<file path="src/hw/tds_cfg.svh">
// Timing, threshold and reset constants of the touch detect sequencer.
`ifndef TDS_CFG_SVH
`define TDS_CFG_SVH

`define TDS_CLK_PS          4000
`define TDS_FAST_GAP_US     1000
`define TDS_SLEEP_MS        80
`define TDS_BEAT_US         15
`define TDS_PULSE_MIN_US    10
`define TDS_FAST_GAP_CYC    ((`TDS_FAST_GAP_US * 1000000) / `TDS_CLK_PS)
`define TDS_SLEEP_CYC       ((`TDS_SLEEP_MS * 1000000) / (`TDS_CLK_PS / 1000))
`define TDS_BEAT_CYC        ((`TDS_BEAT_US * 1000000 + `TDS_CLK_PS - 1) / `TDS_CLK_PS)
`define TDS_PULSE_MIN_CYC   ((`TDS_PULSE_MIN_US * 1000000 + `TDS_CLK_PS - 1) / `TDS_CLK_PS)
`define TDS_THRESHOLD       10
`define TDS_HYSTERESIS      2
`define TDS_CONFIRM_COUNT   4
`define TDS_RECAL_BURSTS    255
`define TDS_DRIFT_UP_BURSTS 64
`define TDS_DRIFT_DN_BURSTS 4
`define TDS_REF_RESET       12'h000

`endif

</file>
<file path="src/hw/tds_pkg.sv">
// Types and helper functions of the touch detect sequencer.
package tds_pkg;

  typedef enum logic [1:0] {
    MODE_FAST       = 2'b00,
    SLOW_SLEEP_MODE = 2'b01,
    MODE_SYNC       = 2'b10
  } tds_mode_t;

  typedef enum logic [1:0] {
    ST_WAIT  = 2'b00,
    ST_BEAT  = 2'b01,
    ST_BURST = 2'b10
  } tds_state_t;

  typedef struct packed {
    logic        done;
    logic [11:0] count;
  } tds_result_t;

  function automatic logic [7:0] tds_sat_inc8(input logic [7:0] v);
    tds_sat_inc8 = (v == 8'hff) ? v : v + 8'h01;
  endfunction : tds_sat_inc8

  function automatic logic [24:0] tds_sat_inc25(input logic [24:0] v);
    tds_sat_inc25 = (v == 25'h1ffffff) ? v : v + 25'h0000001;
  endfunction : tds_sat_inc25

endpackage : tds_pkg

</file>
<file path="src/hw/tds_drift.sv">
// Slew-limited, asymmetric reference tracker for the burst signal.
`timescale 1ns/1ps
`default_nettype none
`include "tds_cfg.svh"

module tds_drift
  import tds_pkg::*;
#(
  parameter int         CW       = 12,
  parameter logic [7:0] UP_BURST = 8'(`TDS_DRIFT_UP_BURSTS),
  parameter logic [7:0] DN_BURST = 8'(`TDS_DRIFT_DN_BURSTS)
) (
  input  wire logic          i_clk,    // System clock.
  input  wire logic          i_rst_n,  // Asynchronous reset, active low.
  input  wire logic          i_step,   // One burst result is being evaluated.
  input  wire logic [CW-1:0] i_count,  // Raw burst count.
  input  wire logic          i_load,   // Copy the raw count into the reference.
  input  wire logic          i_freeze, // A detection is in effect.
  output logic      [CW-1:0] o_ref     // Current reference level.
);

  logic [CW-1:0] ref_ff;
  logic [CW-1:0] nxt_ref;
  logic [7:0]    up_cnt_ff;
  logic [7:0]    nxt_up_cnt;
  logic [7:0]    dn_cnt_ff;
  logic [7:0]    nxt_dn_cnt;

  always_comb begin
    nxt_ref    = ref_ff;
    nxt_up_cnt = up_cnt_ff;
    nxt_dn_cnt = dn_cnt_ff;
    if (i_load) begin
      nxt_ref    = i_count;
      nxt_up_cnt = 8'h00;
      nxt_dn_cnt = 8'h00;
    end else if (i_step) begin
      // frozen tracking
      if (i_freeze || i_count == ref_ff) begin
        nxt_up_cnt = 8'h00;
        nxt_dn_cnt = 8'h00;
      // fast downward follow
      end else if (i_count < ref_ff) begin
        nxt_up_cnt = 8'h00;
        nxt_dn_cnt = tds_sat_inc8(dn_cnt_ff);
        if (nxt_dn_cnt >= DN_BURST) begin
          nxt_ref    = ref_ff - CW'(1);
          nxt_dn_cnt = 8'h00;
        end
      // slow upward follow
      end else begin
        nxt_dn_cnt = 8'h00;
        nxt_up_cnt = tds_sat_inc8(up_cnt_ff);
        if (nxt_up_cnt >= UP_BURST) begin
          nxt_ref    = ref_ff + CW'(1);
          nxt_up_cnt = 8'h00;
        end
      end
    end
  end

  always_ff @(posedge i_clk or negedge i_rst_n) begin
    if (!i_rst_n) begin
      ref_ff    <= CW'(`TDS_REF_RESET);
      up_cnt_ff <= 8'h00;
      dn_cnt_ff <= 8'h00;
    end else begin
      ref_ff    <= nxt_ref;
      up_cnt_ff <= nxt_up_cnt;
      dn_cnt_ff <= nxt_dn_cnt;
    end
  end

  assign o_ref = ref_ff;

endmodule : tds_drift

`default_nettype wire

</file>
<file path="src/hw/tds_top.sv">
// Burst scheduler, run-mode control and touch decision of the touch detect sequencer.
//
// Overview of operation
// Four successive detecting bursts activate the output; any miss clears the count.
// Pin held high gives fast mode, about one millisecond between bursts.
// Pin held low gives low-power mode, eighty millisecond sleep after bursts.
// A pending touch in low-power mode bursts fast until resolved.
// Pin sampled at burst end; from fast, low enters sleep and sync mode.
// Host holds the pin low longer than one burst to enter sync mode.
// Sync mode sleeps after bursts and bursts on every pin edge.
// Short pulses over ten microseconds in sync mode burst on falling edges only.
// Pin quiet past eighty milliseconds in sync mode resumes fast or low-power.
// Sync mode bypasses the confirmation count; one detection drives the output.
// Recalibration timeout counts bursts, so it scales with burst rate.
// Detection when signal exceeds reference by ten counts.
// Active detection drops only when delta falls two counts lower.
// A persistent detection never causes recalibration.
// Reference calibrates only at power-up or recalibration timeout.
// Reference tracks signal in slew-limited steps, frozen while detecting.
// Threshold and hysteresis are relative to the current reference.
// Reference follows falling signal faster than rising signal.
// Output is high while a confirmed detection lasts.
// Output released to high impedance for fifteen microseconds before each burst.
// Each burst count arrives with a done strobe and is evaluated once.
// One oscillator counter times gaps, sleeps and sync timeouts.
`timescale 1ns/1ps
`default_nettype none
`include "tds_cfg.svh"

module tds_top
  import tds_pkg::*;
#(
  parameter int          CW          = 12,
  parameter logic [24:0] FAST_GAP    = 25'(`TDS_FAST_GAP_CYC),
  parameter logic [24:0] SLEEP_GAP   = 25'(`TDS_SLEEP_CYC),
  parameter logic [24:0] PULSE_MAX   = 25'(`TDS_FAST_GAP_CYC),
  parameter logic [7:0]  RECAL_BURST = 8'(`TDS_RECAL_BURSTS)
) (
  input  wire logic        i_clk,         // System clock, 250 MHz.
  input  wire logic        i_rst_n,       // Asynchronous power-up reset, active low.
  input  wire logic        i_mode_sync,   // Mode and sync pin level.
  input  wire tds_result_t i_result,      // Burst done strobe with burst count.
  output logic             o_burst_start, // One-cycle request to start a burst.
  output logic             o_touch,       // Detect output level.
  output logic             o_touch_oe,    // Detect output driven when high.
  output logic [1:0]       o_mode         // Current run mode.
);

  localparam logic [24:0] BEAT_LEN  = 25'(`TDS_BEAT_CYC);
  localparam logic [24:0] PULSE_MIN = 25'(`TDS_PULSE_MIN_CYC);

  tds_state_t    state_ff, nxt_state;
  tds_mode_t     mode_ff, nxt_mode;
  logic [24:0]   timer_ff, nxt_timer;
  logic          start_ff, nxt_start;
  logic          oe_ff, nxt_oe;
  logic          pin_q_ff;
  logic [24:0]   high_cnt_ff, nxt_high_cnt;
  logic          pulse_mode_ff, nxt_pulse_mode;
  logic          pend_ff, nxt_pend;

  logic          active_ff, nxt_active;
  logic [2:0]    confirm_ff, nxt_confirm;
  logic [7:0]    recal_cnt_ff, nxt_recal_cnt;
  logic          cal_done_ff, nxt_cal_done;
  logic [CW-1:0] ref_lvl;
  logic          drift_load;
  logic          drift_freeze;

  logic          rise;
  logic          fall;
  logic          trig;
  logic          resolving;
  logic          step;
  logic signed [CW:0] delta;
  logic          above_on;
  logic          above_hold;
  logic          below_low;

  assign rise      = i_mode_sync & ~pin_q_ff;
  assign fall      = ~i_mode_sync & pin_q_ff;
  // falling edge only in pulse mode
  assign trig      = (mode_ff == MODE_SYNC) && (fall || (rise && !pulse_mode_ff));
  assign resolving = (confirm_ff != 3'd0) && !active_ff;
  // one evaluation per strobe
  assign step      = i_result.done && (state_ff == ST_BURST);
  // delta taken against the live reference
  assign delta      = $signed({1'b0, i_result.count}) - $signed({1'b0, ref_lvl});
  // fixed threshold
  assign above_on   = delta >= $signed((CW+1)'(`TDS_THRESHOLD));
  // hysteresis on release
  assign above_hold = delta >= $signed((CW+1)'(`TDS_THRESHOLD - `TDS_HYSTERESIS));
  assign below_low  = delta <= -$signed((CW+1)'(`TDS_THRESHOLD));

  // Sync edge classification and pending trigger.
  always_comb begin
    nxt_high_cnt   = i_mode_sync ? tds_sat_inc25(high_cnt_ff) : 25'h0000000;
    nxt_pulse_mode = pulse_mode_ff;
    if (rise) begin
      nxt_high_cnt = 25'h0000000;
    end
    if (mode_ff != MODE_SYNC) begin
      nxt_pulse_mode = 1'b0;
    // short pulse detection
    end else if (fall && high_cnt_ff >= PULSE_MIN && high_cnt_ff < PULSE_MAX) begin
      nxt_pulse_mode = 1'b1;
    end else if (fall && high_cnt_ff >= PULSE_MAX) begin
      nxt_pulse_mode = 1'b0;
    end
    // A trigger arriving during a beat or burst (outside ST_WAIT) is kept, not lost.
    nxt_pend = (pend_ff && !(state_ff == ST_WAIT && nxt_state == ST_BEAT)) || (trig && state_ff != ST_WAIT);
  end

  always_ff @(posedge i_clk or negedge i_rst_n) begin
    if (!i_rst_n) begin
      pin_q_ff      <= 1'b0;
      high_cnt_ff   <= 25'h0000000;
      pulse_mode_ff <= 1'b0;
      pend_ff       <= 1'b0;
    end else begin
      pin_q_ff      <= i_mode_sync;
      high_cnt_ff   <= nxt_high_cnt;
      pulse_mode_ff <= nxt_pulse_mode;
      pend_ff       <= nxt_pend;
    end
  end

  // Burst scheduler.
  always_comb begin
    nxt_state = state_ff;
    nxt_mode  = mode_ff;
    // shared oscillator counter
    nxt_timer = tds_sat_inc25(timer_ff);
    nxt_start = 1'b0;
    nxt_oe    = 1'b1;
    case (state_ff)
      ST_WAIT: begin
        case (mode_ff)
          MODE_FAST: begin
            // fast burst gap
            if (timer_ff >= FAST_GAP) begin
              nxt_state = ST_BEAT;
            end
          end
          SLOW_SLEEP_MODE: begin
            // fast bursts while resolving
            if (resolving && timer_ff >= FAST_GAP) begin
              nxt_state = ST_BEAT;
            // long sleep
            end else if (timer_ff >= SLEEP_GAP) begin
              nxt_state = ST_BEAT;
            end
          end
          default: begin
            // wake on pin edge
            if (trig || pend_ff) begin
              nxt_state = ST_BEAT;
            // quiet pin resumes normal mode
            end else if (timer_ff >= SLEEP_GAP) begin
              nxt_state = ST_BEAT;
              nxt_mode  = i_mode_sync ? MODE_FAST : SLOW_SLEEP_MODE;
            end else if (rise || fall) begin
              nxt_timer = 25'h0000000;
            end
          end
        endcase
        if (nxt_state == ST_BEAT) begin
          nxt_timer = 25'h0000000;
          nxt_oe    = 1'b0;
        end
      end
      ST_BEAT: begin
        // output released before burst
        nxt_oe = 1'b0;
        if (timer_ff >= BEAT_LEN - 25'h0000001) begin
          nxt_state = ST_BURST;
          nxt_start = 1'b1;
          nxt_oe    = 1'b1;
        end
      end
      default: begin
        if (step) begin
          nxt_state = ST_WAIT;
          nxt_timer = 25'h0000000;
          // pin sampled at burst end
          if (mode_ff == MODE_FAST || mode_ff == SLOW_SLEEP_MODE) begin
            if (i_mode_sync) begin
              nxt_mode = MODE_FAST;
            end else if (mode_ff == MODE_FAST) begin
              nxt_mode = MODE_SYNC;
            end
          end
        end
      end
    endcase
  end

  always_ff @(posedge i_clk or negedge i_rst_n) begin
    if (!i_rst_n) begin
      state_ff <= ST_WAIT;
      mode_ff  <= MODE_FAST;
      timer_ff <= 25'h0000000;
      start_ff <= 1'b0;
      oe_ff    <= 1'b1;
    end else begin
      state_ff <= nxt_state;
      mode_ff  <= nxt_mode;
      timer_ff <= nxt_timer;
      start_ff <= nxt_start;
      oe_ff    <= nxt_oe;
    end
  end

  // Touch decision per burst.
  always_comb begin
    nxt_active    = active_ff;
    nxt_confirm   = confirm_ff;
    nxt_recal_cnt = recal_cnt_ff;
    nxt_cal_done  = cal_done_ff;
    drift_load    = 1'b0;
    if (step) begin
      if (!cal_done_ff) begin
        // power-up calibration
        drift_load   = 1'b1;
        nxt_cal_done = 1'b1;
      end else if (active_ff) begin
        // no timeout while detecting
        nxt_recal_cnt = 8'h00;
        if (!above_hold) begin
          nxt_active  = 1'b0;
          nxt_confirm = 3'd0;
        end
      end else if (above_on) begin
        nxt_recal_cnt = 8'h00;
        // no confirmation in sync mode
        if (mode_ff == MODE_SYNC) begin
          nxt_active  = 1'b1;
          nxt_confirm = 3'd0;
        // four-count confirmation
        end else if (confirm_ff == 3'(`TDS_CONFIRM_COUNT - 1)) begin
          nxt_active  = 1'b1;
          nxt_confirm = 3'd0;
        end else begin
          nxt_confirm = confirm_ff + 3'd1;
        end
      end else begin
        // miss clears the count
        nxt_confirm = 3'd0;
        // timeout counted in bursts
        if (below_low) begin
          nxt_recal_cnt = tds_sat_inc8(recal_cnt_ff);
          if (nxt_recal_cnt >= RECAL_BURST) begin
            drift_load    = 1'b1;
            nxt_recal_cnt = 8'h00;
          end
        end else begin
          nxt_recal_cnt = 8'h00;
        end
      end
    end
  end

  // tracking stops while detecting
  assign drift_freeze = active_ff || above_on;

  always_ff @(posedge i_clk or negedge i_rst_n) begin
    if (!i_rst_n) begin
      active_ff    <= 1'b0;
      confirm_ff   <= 3'd0;
      recal_cnt_ff <= 8'h00;
      cal_done_ff  <= 1'b0;
    end else begin
      active_ff    <= nxt_active;
      confirm_ff   <= nxt_confirm;
      recal_cnt_ff <= nxt_recal_cnt;
      cal_done_ff  <= nxt_cal_done;
    end
  end

  tds_drift #(
    .CW (CW)
  ) u_drift (
    .i_clk    (i_clk),
    .i_rst_n  (i_rst_n),
    .i_step   (step && cal_done_ff),
    .i_count  (i_result.count),
    .i_load   (drift_load),
    .i_freeze (drift_freeze),
    .o_ref    (ref_lvl)
  );

  assign o_burst_start = start_ff;
  // output follows confirmed detection
  assign o_touch       = active_ff;
  assign o_touch_oe    = oe_ff;
  assign o_mode        = mode_ff;

endmodule : tds_top

`default_nettype wire

</file>
<file path="config.mk">
export PLATFORM = sky130hd
export DESIGN_NAME = tds_top
export DESIGN_NICKNAME = d
export VERILOG_FILES = /design/src/hw/tds_pkg.sv /design/src/hw/tds_drift.sv /design/src/hw/tds_top.sv
export VERILOG_INCLUDE_DIRS = /design/src /design/src/hw
export SDC_FILE = /design/constraint.sdc
export NUM_CORES = 1
export LEC_CHECK = 0
export BUFFER_PORTS_ARGS = -buffer_cell sky130_fd_sc_hd__buf_2
export CORE_UTILIZATION = 63
export CTS_CLUSTER_SIZE = 20
export DETAILED_ROUTE_END_ITERATION = 16
export GPL_ROUTABILITY_DRIVEN = 0
export PLACE_DENSITY = 0.81
export SYNTH_ARGS = -nofsm -noshare
export SYNTH_HDL_FRONTEND = slang
export SYNTH_HIERARCHICAL = 1
export SYNTH_SLANG_ARGS = --single-unit
export TNS_END_PERCENT = 50
</file>
<file path="constraint.sdc">
create_clock -name i_clk -period 4.85 [get_ports i_clk]
set_input_delay 0.7275 -clock i_clk [delete_from_list [all_inputs] [get_ports i_clk]]
set_output_delay 0.7275 -clock i_clk [all_outputs]
set_load 0.02 [all_outputs]
</file>
==> metrics.txt <==
Static Leak=0.00345 uW; Max Clk Rate=234 MHz; CP max FO=24; worst hold path type=primary input to asynchronous set/reset pin; R2R cell count=16; drt wl/cell=15.9 um; part of the Yosys area used for sequential elements=36.1%; routed via count=5,810; total power=1650 uW; Root Driver=clkbuf_8; Post-CTS Setup Inserts=0; busiest layer in global routing=met2; met3 track utilization from global routing=5.11%; Area after DPL=7140 um2; Relative slew margins=34.3%; YS warnings=6; largest net degree at the start of global routing=56; final hold vios=0; area leader, netlist=dfrtp_1; hold-fix buffers at CTS=0; most common cell after layout, fill and taps aside=dfrtp_1; CTS tree=built; skew final=0.0142 ns; R2R Path Start=u_drift/o_ref[0]$_DFFE_PN0P_; startpoint types=flip-flop; leading cell types in the layout, fill and taps excluded=dfrtp_1, nor2_1, nand2_1; Clock Latency Late Sink=0.39 ns; Avg Vias per Cell=6.18; clock buffer count from CTS=9; design area=7380 um2; vias in the first global route=5,553; EDFF count, synth=0; PwrDens=224 nW/um2; post-route ant nets=0; Chip Width=107 um; Syn Std Cell Area=6940 um2; Nets=864; clock-pin slew of the registers on the worst-case setup and hold paths=0.10 ns; post-CTS resize count=0; diode count=0; average size of a mapped cell=8.84 um2; IR Drop Worst-Case VDD=175 uV; GR Util met2=46.0%; number of core rows=37; Worst Setup Path Type=flip-flop to flip-flop; period utilization=88.0%; Max-Cap Viols=0; Clock Sink Count=100; count of cell types in the netlist=85; Synth Register Bits=100; drt pass-1 iters=9; CP peak stage delay=0.49 ns; GRT overflow=0; H-tree Lvls=3; RSZ-0062 raised after global routing=false; Max clock buf depth=2; Post-route DRC=0; r2r setup slk=0.58 ns; CP max-delay cell=dfrtp_1; WL final=14,900 um; final std cells w/o fill=940; Cell Chain, Critical Path=ha_1 -> inv_1 -> fa_1 -> a21o_2 -> a22oi_2 -> nand3_1 -> a41oi_2 -> nor2b_1 -> nand3b_1 -> a21oi_2 -> buf_4 -> a21oi_1 -> nor3b_4 -> buf_4 -> nand2_1 -> o211ai_2; final setup fails=0; synth top area cells=dfrtp_1, ha_1, nor2_1; WP buf/inv=3; slew of the pin with the lowest slew margin=0.985 ns; initial antenna violation count=0; Worst Path Required=5.16 ns; area delta synth->final=6.36%; IO Port Bufs=20; M1 GR Usage=37.3%; share of layout cells above drive strength 1=10.8%; Gate Count Post-Synth=785; Top delay family on crit path=compound AO/OA/AOI/OAI gates; crit path capture type=flip-flop; placed insts=924; die area=11,400 um2; final hold slack=0.360 ns; IO Pins=21; Total GRT Usage=27.7%; Setup TNS=0 ns; HPWL Detailed=10,900 um; most used cell, CP=buf_4; Primary FF master, synth=dfrtp_1; asr flop ratio synth=100%; DR iter-0 viols=421; first-pass GRT wire length=25,500 um; Slew Viols, Final=0; Critical Path AT=4.58 ns; Die Ht=107 um; Syn Nets=850; FF-to-FF End=u_drift/o_ref[0]$_DFFE_PN0P_; Yosys top cell area share=35.7%; Core Region=10,500 um2; minimum clock period after layout=4.27 ns; run status=complete, no violations; Starting Density=66.1%
synthesized netlist by cell type, drive strengths merged, types with 10 or more instances:
master  number
ha          47
nor3        14
nor4        10
nand3       32
dfrtp       99
o21ai       69
and2        16
and3        22
xor2        29
o31ai       10
a21o        11
nor2        91
nand2       62
xnor2       17
nand2b      11
a21oi       38
inv         46
nand4       22
clkbuf      15
through the flow:
| stage | worst slack [ns] | util, % |
|---|---|---|
| floorplan | 0.854 | - |
| global placement | 0.506 | 67.9 |
| detailed placement | 0.276 | 67.9 |
| CTS | 0.628 | 70.3 |
| global route | 0.277 | 70.3 |
| finish | 0.584 | 70.3 |
routing by layer:
metal	part of all wire, %	vias up
li1	-	2865
met3	4.3	20
met2	48	149
met1	47	2776
met4	1.3	0
met5	0	-
worst register-to-register path, cell delays in order, from the launching register on:
cell and delay (ns):
dfrtp_1 0.49, ha_1 0.21, inv_1 0.06, fa_1 0.42
a21o_2 0.25, a22oi_2 0.20, nand3_1 0.18, a41oi_2 0.37
nor2b_1 0.21, nand3b_1 0.13, a21oi_2 0.27, buf_4 0.32
a21oi_1 0.12, nor3b_4 0.45, buf_4 0.34, nand2_1 0.11
o211ai_2 0.07
area by class of cell:
type,count,area (um2)
Clock buffer,9,124
Clock inverter,7,124
Fill cell,779,3120
Inverter,46,173
Multi-Input combinational cell,617,4150
Sequential cell,100,2500
Tap cell,136,170
Timing Repair Buffer,25,140
how the worst max path moves through the flow:
stage                            startpoint                               end  cells past startpoint
2_1_floorplan                   i_result[0]  u_drift/up_cnt_ff[3]$_DFFE_PN0P_                     17
3_3_place_gp                    i_result[0]      u_drift/o_ref[0]$_DFFE_PN0P_                     18
6_report       u_drift/o_ref[0]$_DFFE_PN0P_      u_drift/o_ref[0]$_DFFE_PN0P_                     16
5_1_grt        u_drift/o_ref[0]$_DFFE_PN0P_      u_drift/o_ref[0]$_DFFE_PN0P_                     16
4_1_cts        u_drift/o_ref[0]$_DFFE_PN0P_      u_drift/o_ref[0]$_DFFE_PN0P_                     16
3_5_place_dp                    i_result[0]      u_drift/o_ref[0]$_DFFE_PN0P_                     18
state kept, by name (all words and copies together) (netlist names):
| register | count |
|---|---|
| pulse_mode_ff | 1 |
| timer_ff | 25 |
| o_burst_start | 1 |
| high_cnt_ff | 25 |
| recal_cnt_ff | 8 |
| o_touch_oe | 1 |
| u_drift/up_cnt_ff | 8 |
| pin_q_ff | 1 |
| confirm_ff | 3 |
| u_drift/o_ref | 12 |
| u_drift/dn_cnt_ff | 8 |
| state_ff | 2 |
| pend_ff | 1 |
| o_mode | 2 |
| cal_done_ff | 1 |
| o_touch | 1 |
cells by family after synthesis:
family	after synthesis	synth area share (%)
XOR/XNOR	46	5.80
flip-flops	100	36.1
buffers and inverters	68	4.22
AND/OR/NAND/NOR	317	23.9
adder cells (fa/ha/maj)	49	9.05
multiplexers	5	0.739
AO/OA/AOI/OAI	200	20.3
power by group:
part	switching, uW	total [uW]	leakage, uW	internal, uW
logic	99.0	157	0.00201	57.9
registers	2.54	838	0.00131	835
clock network	313	659	0.000120	346
total	415	1650	0.00345	1240
Note: power is estimated with default switching activity, not from simulation.
